[src/logic/alpha_pkg.sv]
// Constants and carrier types for the alpha field decoder
package alpha_pkg;
    localparam logic [7:0] SCHEME_DIRECT = 8'h80;
    localparam logic [7:0] SCHEME_BASE8  = 8'h81;
    localparam logic [7:0] SCHEME_BASE16 = 8'h82;
    localparam logic [7:0] PAD_BYTE      = 8'hff;
    localparam int         OFFSET_BIT    = 7;
    localparam int         CHARSET_SMALL = 128;

    typedef enum logic [1:0] {
        CODE_PLAIN  = 2'b00,
        CODE_DIRECT = 2'b01,
        CODE_BASE8  = 2'b10,
        CODE_BASE16 = 2'b11
    } coding_e;

    typedef enum logic [2:0] {
        ST_LEAD  = 3'b000,
        ST_COUNT = 3'b001,
        ST_BASEH = 3'b010,
        ST_BASEL = 3'b011,
        ST_BODY  = 3'b100,
        ST_HIGH  = 3'b101,
        ST_LOW   = 3'b110,
        ST_SKIP  = 3'b111
    } dec_state_e;

    // One field byte; last marks the final byte of the field
    typedef struct packed {
        logic [7:0] data;
        logic       last;
    } field_byte_s;

    // One decoded character; wide marks a 16-bit code point
    typedef struct packed {
        logic [15:0] code;
        logic        wide;
        logic [1:0]  coding;
    } char_out_s;
endpackage : alpha_pkg

[src/logic/alpha_field_decoder.sv]
// Alpha field decoder: field bytes in, character code points out
// What this block does
// - Leading byte 80 means each following byte pair is one 16-bit char.
// - Direct scheme: earlier byte is high half, later byte low half.
// - Direct scheme: FF pad pairs and odd trailing byte emit nothing.
// - Leading 81: byte two is count, byte three is base bits 14..7.
// - Scheme 81 bytes: top bit clear plain char, set adds offset.
// - Leading 82: byte two count, bytes three and four full base.
// - Scheme 82 bytes from fifth: top bit selects plain or offset.
// - One coding per field; the lead byte fixes it for the field.
// - All three schemes are always accepted, whatever the set size.
`timescale 1ns/1ns
module alpha_field_decoder
    import alpha_pkg::*;
(
    input  wire logic        REF_CLK,
    input  wire logic        NRST,
    input  wire field_byte_s IN_BYTE,
    input  wire logic        IN_VALID,
    output logic             IN_READY,
    output char_out_s        OUT_CHAR,
    output logic             OUT_VALID,
    input  wire logic        OUT_READY,
    output logic             FIELD_DONE
);
    dec_state_e  state,      next_state;
    coding_e     coding,     next_coding;
    logic [7:0]  count,      next_count;
    logic [15:0] base,       next_base;
    logic [7:0]  high,       next_high;
    char_out_s   out_char,   next_out_char;
    logic        out_valid,  next_out_valid;
    logic        done,       next_done;

    logic take;
    logic [7:0] b;
    logic       is_last;

    // Stall input while a character waits; keeps output ordering simple
    assign IN_READY   = ~out_valid | OUT_READY;
    assign take       = IN_VALID & IN_READY;
    assign b          = IN_BYTE.data;
    assign is_last    = IN_BYTE.last;
    assign OUT_CHAR   = out_char;
    assign OUT_VALID  = out_valid;
    assign FIELD_DONE = done;

    // Offset or plain decode of one byte in a base-pointer scheme
    function automatic char_out_s base_char(input logic [7:0] v,
                                            input logic [15:0] bp,
                                            input coding_e c);
        char_out_s r;
        r.coding = c;
        if (v[OFFSET_BIT]) begin
            r.code = bp + {9'h000, v[6:0]};
            r.wide = 1'b1;
        end else begin
            r.code = {9'h000, v[6:0]};
            r.wide = 1'b0;
        end
        return r;
    endfunction : base_char

    // Next-state and output computation
    always_comb begin
        next_state     = state;
        next_coding    = coding;
        next_count     = count;
        next_base      = base;
        next_high      = high;
        next_out_char  = out_char;
        next_out_valid = out_valid & ~OUT_READY;
        next_done      = 1'b0;
        if (take) begin
            case (state)
                ST_LEAD: begin
                    // Lead byte fixes the coding for the whole field
                    if (b == SCHEME_DIRECT) begin
                        next_coding = CODE_DIRECT;
                        next_state  = ST_HIGH;
                    end else if (b == SCHEME_BASE8 ||
                                 b == SCHEME_BASE16) begin
                        next_coding = (b == SCHEME_BASE8) ? CODE_BASE8
                                                          : CODE_BASE16;
                        next_state  = ST_COUNT;
                    end else begin
                        next_coding = CODE_PLAIN;
                        if (b == PAD_BYTE) begin
                            next_state = ST_SKIP;
                        end else begin
                            next_out_char.code   = {9'h000, b[6:0]};
                            next_out_char.wide   = 1'b0;
                            next_out_char.coding = CODE_PLAIN;
                            next_out_valid       = 1'b1;
                            next_state           = ST_BODY;
                        end
                    end
                end
                ST_COUNT: begin
                    next_count = b;
                    next_state = ST_BASEH;
                end
                ST_BASEH: begin
                    if (coding == CODE_BASE8) begin
                        next_base  = {1'b0, b, 7'h00};
                        next_state = ST_BODY;
                    end else begin
                        next_base  = {b, 8'h00};
                        next_state = ST_BASEL;
                    end
                end
                ST_BASEL: begin
                    next_base  = {base[15:8], b};
                    next_state = ST_BODY;
                end
                ST_BODY: begin
                    if (coding == CODE_PLAIN) begin
                        if (b == PAD_BYTE) begin
                            next_state = ST_SKIP;
                        end else begin
                            next_out_char.code   = {9'h000, b[6:0]};
                            next_out_char.wide   = 1'b0;
                            next_out_char.coding = CODE_PLAIN;
                            next_out_valid       = 1'b1;
                        end
                    end else if (count != 8'h00) begin
                        // Count limits output, so FF may be a real char
                        next_out_char  = base_char(b, base, coding);
                        next_out_valid = 1'b1;
                        next_count     = count - 8'h01;
                    end
                end
                ST_HIGH: begin
                    next_high  = b;
                    next_state = ST_LOW;
                end
                ST_LOW: begin
                    if ({high, b} == {PAD_BYTE, PAD_BYTE}) begin
                        next_state = ST_SKIP;
                    end else begin
                        next_out_char.code   = {high, b};
                        next_out_char.wide   = 1'b1;
                        next_out_char.coding = CODE_DIRECT;
                        next_out_valid       = 1'b1;
                        next_state           = ST_HIGH;
                    end
                end
                default: begin
                    next_state = ST_SKIP;
                end
            endcase
            // Field end returns to lead; a lone high byte is dropped
            if (is_last) begin
                next_state = ST_LEAD;
                next_done  = 1'b1;
            end
        end
    end

    // Registers
    always_ff @(posedge REF_CLK or negedge NRST) begin
        if (!NRST) begin
            state     <= ST_LEAD;
            coding    <= CODE_PLAIN;
            count     <= 8'h00;
            base      <= 16'h0000;
            high      <= 8'h00;
            out_char  <= '0;
            out_valid <= 1'b0;
            done      <= 1'b0;
        end else begin
            state     <= next_state;
            coding    <= next_coding;
            count     <= next_count;
            base      <= next_base;
            high      <= next_high;
            out_char  <= next_out_char;
            out_valid <= next_out_valid;
            done      <= next_done;
        end
    end

    // Direct pair: output is exactly the two captured bytes
    a_direct_pair: assert property (@(posedge REF_CLK) disable iff (!NRST)
        take && state == ST_LOW && !({high, b} == 16'hffff)
        |=> out_valid && out_char.code[15:8] == $past(high)
            && out_char.code[7:0] == $past(b))
        else $error("direct pair mis-decoded");

    a_direct_pad: assert property (@(posedge REF_CLK) disable iff (!NRST)
        take && state == ST_LOW && {high, b} == 16'hffff && OUT_READY
        |=> !out_valid)
        else $error("pad pair emitted a char");

    a_base8_ptr: assert property (@(posedge REF_CLK) disable iff (!NRST)
        take && state == ST_BASEH && coding == CODE_BASE8
        |=> base[15] == 1'b0 && base[6:0] == 7'h00 && base[14:7] == $past(b))
        else $error("base pointer wrong");

    a_offset_add: assert property (@(posedge REF_CLK) disable iff (!NRST)
        take && state == ST_BODY && coding != CODE_PLAIN
        && count != 8'h00 && b[7]
        |=> out_valid && out_char.wide
            && out_char.code == $past(base) + {9'h000, $past(b[6:0])})
        else $error("offset char wrong");

    a_count_stop: assert property (@(posedge REF_CLK) disable iff (!NRST)
        take && state == ST_BODY && coding != CODE_PLAIN
        && count == 8'h00 && OUT_READY
        |=> !out_valid)
        else $error("char beyond count");

    a_plain_stop: assert property (@(posedge REF_CLK) disable iff (!NRST)
        take && coding == CODE_PLAIN && state == ST_BODY && b == 8'hff
        && OUT_READY |=> !out_valid)
        else $error("plain pad emitted");

    a_lead_direct: assert property (@(posedge REF_CLK) disable iff (!NRST)
        take && state == ST_LEAD && b == 8'h80 && !is_last
        |=> state == ST_HIGH && coding == CODE_DIRECT)
        else $error("lead 80 not direct");

    a_lead_base16: assert property (@(posedge REF_CLK) disable iff (!NRST)
        take && state == ST_LEAD && b == SCHEME_BASE16 && !is_last
        |=> state == ST_COUNT && coding == CODE_BASE16)
        else $error("lead 82 not base16");

    a_coding_fixed: assert property (@(posedge REF_CLK) disable iff (!NRST)
        state != ST_LEAD && $past(state) != ST_LEAD |-> $stable(coding))
        else $error("coding changed mid field");

    a_stall_hold: assert property (@(posedge REF_CLK) disable iff (!NRST)
        out_valid && !OUT_READY |=> out_valid && $stable(out_char))
        else $error("output dropped under stall");

    a_base16_low: assert property (@(posedge REF_CLK) disable iff (!NRST)
        take && state == ST_BASEL |=> base[7:0] == $past(b))
        else $error("base low byte wrong");
endmodule : alpha_field_decoder

[config.mk]
export PLATFORM = sky130hd
export DESIGN_NAME = alpha_field_decoder
export DESIGN_NICKNAME = d
export VERILOG_FILES = /design/src/logic/alpha_pkg.sv /design/src/logic/alpha_field_decoder.sv
export SDC_FILE = /design/constraint.sdc
export NUM_CORES = 1
export LEC_CHECK = 0
export BUFFER_PORTS_ARGS = -buffer_cell sky130_fd_sc_hd__buf_2
export CELL_PAD_IN_SITES_DETAIL_PLACEMENT = 1
export CELL_PAD_IN_SITES_GLOBAL_PLACEMENT = 2
export CORE_MARGIN = 5
export CORE_UTILIZATION = 41
export CTS_BUF_LIST = sky130_fd_sc_hd__clkbuf_4
export DETAILED_ROUTE_END_ITERATION = 16
export PLACE_DENSITY = 0.88
export SYNTH_ARGS = -nofsm -noshare
export SYNTH_HDL_FRONTEND = slang
export SYNTH_SLANG_ARGS = --single-unit
[constraint.sdc]
create_clock -name REF_CLK -period 5.13 [get_ports REF_CLK]
set_input_delay 0.2565 -clock REF_CLK [delete_from_list [all_inputs] [get_ports REF_CLK]]
set_output_delay 0.2565 -clock REF_CLK [all_outputs]
set_load 0.01 [all_outputs]
==> flow_summary_export.csv <==
group,metric,value,unit
clock_tree,post_cts_resized,0,
timing,fin_setup_tns,0,ps
synth,synth_mux_area_share,5.480,%
global_routing,grtUsageMet2,32.08,%
critical_path,reg2regPathDepth,6,
pwr,p_comb_share,43.1,%
critical_path,r2r-start,"state[2]",
cells_and_area,nets,429,
placement,place_inst,499,
synth,seq_area_frac_synth,41.55,%
timing,timing.final.hold_violations,0,
cells_and_area,fin_util,46.74,%
critical_path,rrSetupSlack,2140,ps
critical_path,r2r-end,"OUT_CHAR[4]",
critical_path,cp-start-kind,"register",
synth,ys_ff_latch,58,
pwr,total_power,2.220,mW
clock_tree,ctsHoldBuffers,1,
pwr,clkPwrFrac,18.5,%
clock_tree,cts_tree,"built",
critical_path,end_kind,"register",
timing,finalCritPeriodShare,58.37,%
timing,grt_setup_unrepaired,"no",
cells_and_area,drive_gt1_share,17.27,%
synth,yosys.area_share.adder,3.797,%
pwr,internal-power,1.235,mW
floorplan,start_util,42.30,%
synth,synth_top_family_by_area,"compound AO/OA/AOI/OAI gates",
placement,port_buffers,34,
global_routing,grt_busiest_layer,"met2",
global_routing,grt_pass1_wl,16.53,mm
global_routing,overflow,0,
clock_tree,cts_buffers,9,
critical_path,crit_required,5450,ps
synth,avgSynthCellArea,9.074,sq um
global_routing,antenna_found_initial,0,
pwr,p_leak,1.723,nW
synth,yosys-top-cells-area,"dfrtp_1 42%, nand2_1 5.5%, o21ai_1 3.9%",
synth,synthSimpleGateAreaFrac,18.91,%
synth,syn_area,0.003493,sq mm
synth,ys_warn_count,0,
min_path,holdPathStages,2,
cells_and_area,finalInstanceArea,0.003860,sq mm
detailed_routing,drtAntennaViolNets,0,
clock_tree,cts_setup_buffers,0,
synth,synth_nets,408,
flow_run,cap_violations,0,
placement,dp_slack,2150,ps
critical_path,crit_path_start,"state[2]",
floorplan,die-height,102.3,microns
synth,synthArstFlopShare,100.0,%
synth,synth_compound_area_share,22.60,%
critical_path,critPathArrivalTime,3310,ps
detailed_routing,vias_per_cell,5.831,
placement,gp_congestion,0.8605,
clock_tree,root_buffer,"clkbuf_4",
floorplan,die_area,0.01047,sq mm
placement,detailed_place_hpwl,7.307,mm
detailed_routing,drtPass1Iterations,4,
min_path,min_path_type,"in2reg",
detailed_routing,drc,0,
synth,synth_top_area_share,41.55,%
synth,synthTopCellsByCount,"58 x dfrtp_1, 51 x nand2_1, 30 x nor2_1, 27 x o21ai_1, 21 x o21ai_0",
floorplan,die-width,102.3,microns
synth,ys_types,62,
pwr,pwr-share-seq,38.4,%
timing,worst_slack,2135,ps
detailed_routing,num_vias,3009,
clock_tree,clk_latency,420,ps
floorplan,core_area,0.008258,sq mm
floorplan,io_pins,35,
timing,fin_worst_hold_slack,75.49,ps
cells_and_area,fill_cells,1009,
clock_tree,htree_levels,3,
synth,synth_edf_count,0,
critical_path,critPathMaxFanout,22,
global_routing,met3_usage,4.573,%
timing,maxSlewViolCount,0,
timing,fin_skew,7.519,ps
synth,synth_cells,385,
pwr,p_switching,984.6,uW
timing,setup_viol,0,
timing,maxSlewHeadroom,20.26,%
clock_tree,ctsLongestPathBuffers,2,
global_routing,grt.total_usage,20.79,%
cells_and_area,num_antenna_cells,0,
global_routing,grt_max_degree,59,
critical_path,crit_type,"reg2reg",
timing,fmax,0.3339,GHz
clock_tree,cts.sinks,58,
clock_tree,clk_pin_slew,120,ps
outcome,status,"complete, no violations",
global_routing,grt_util_met1,28.64,%
pwr,swShare,44.35,%
cells_and_area,syn2layout_area_growth,10.49,%
detailed_routing,routedWlPerCell,19.73,microns
placement,post_dp_cell_area,0.003680,sq mm
synth,synth_area_leader_cell,"dfrtp_1",
pwr,powerDensity,575.1,mW/mm^2
detailed_routing,wirelength,10.18,mm
timing,finalCriticalPeriod,2995,ps
detailed_routing,drt_iter0_markers,114,
synth,yosys.cell_count.top_type,"dfrtp_1",
critical_path,critPathCapture,"OUT_CHAR[4]",
global_routing,grt_pass1_vias,3084,
synth,ys.flop_type,"dfrtp_1",
cells_and_area,final_cells,516,
timing,worstMarginPinSlew,1191,ps
pwr,peakVddDrop,0.2150,mV
floorplan,rows,33,
synth,synth_xor_area_share,3.510,%
-- sequential cells by signal, summed over array words and instances (netlist names) --
signal and cells:
base 16, coding 2, OUT_VALID 1, OUT_CHAR 19, state 3, high 8
count 8, FIELD_DONE 1
-- power by group through the flow --
stage                     Sequential [mW]  Clock (mW)  Combinational (mW)
after floorplan                     0.799           0               0.714
after global placement              0.853           0               0.926
after detailed placement            0.863           0               0.960
after CTS                           0.854       0.419               0.964
after global routing                0.883       0.445                1.07
final                               0.853       0.412               0.956
-- layer usage --
layer  share of wire, %  wire length, microns
met4                2.7                   278
met3                5.6                   568
met1                 47                  4754
met2                 45                  4581
met5                  0                     0
-- kinds of logic after synthesis --
kind of cell    count (synthesis)
simple gates                  134
compound gates                119
flops                          58
buf+inv                        32
mux                            18
xor+xnor                       14
fa+ha+maj                      10
-- final cells by class --
type	count	area (sq um)	share of cell area, %
tap	105	131.4	3.404
inverter	6	22.52	0.5835
timing repair buffer	36	187.7	4.862
sequential	58	1451	37.60
multi-input combinational	295	1897	49.14
clock buffer	9	67.56	1.750
clock inverter	7	102.6	2.658
-- worst max-delay path, cell delays in order, from the launching register on --
cell	delay, ps
dfrtp_1	680
nor2b_1	390
nand2_1	510
nor3b_1	420
o221ai_2	330
and2_1	300
a221o_1	260
-- how the worst min path moves through the flow --
stage                     startpoint            to  slack (ps)
after global routing      IN_BYTE[0]      state[0]          60
after detailed placement        NRST  OUT_CHAR[18]         460
after CTS                 IN_BYTE[0]      state[0]          50
final                     IN_BYTE[0]      state[0]          80
after global placement          NRST  OUT_CHAR[16]         460
after floorplan                 NRST    FIELD_DONE         -40
-- placed cells by master (no fill, tap or decap), types with 4 or more instances in the layout --
master and instances:
a22o_1 5, o21ai_0 21, xnor2_1 5, nor2b_1 5
or3_1 7, a221o_1 5, mux2_2 8, nand3_1 5
inv_1 4, a21oi_1 17, nand2_1 51, mux2i_1 9
clkbuf_4 9, xor2_1 9, nand4_1 4, dfrtp_1 58
o21ai_1 27, buf_2 34, ha_1 9, nor2_1 30
o211ai_1 5, a22oi_1 8, nor3_1 8, and3_1 5
(Power assumes the default switching activity.)
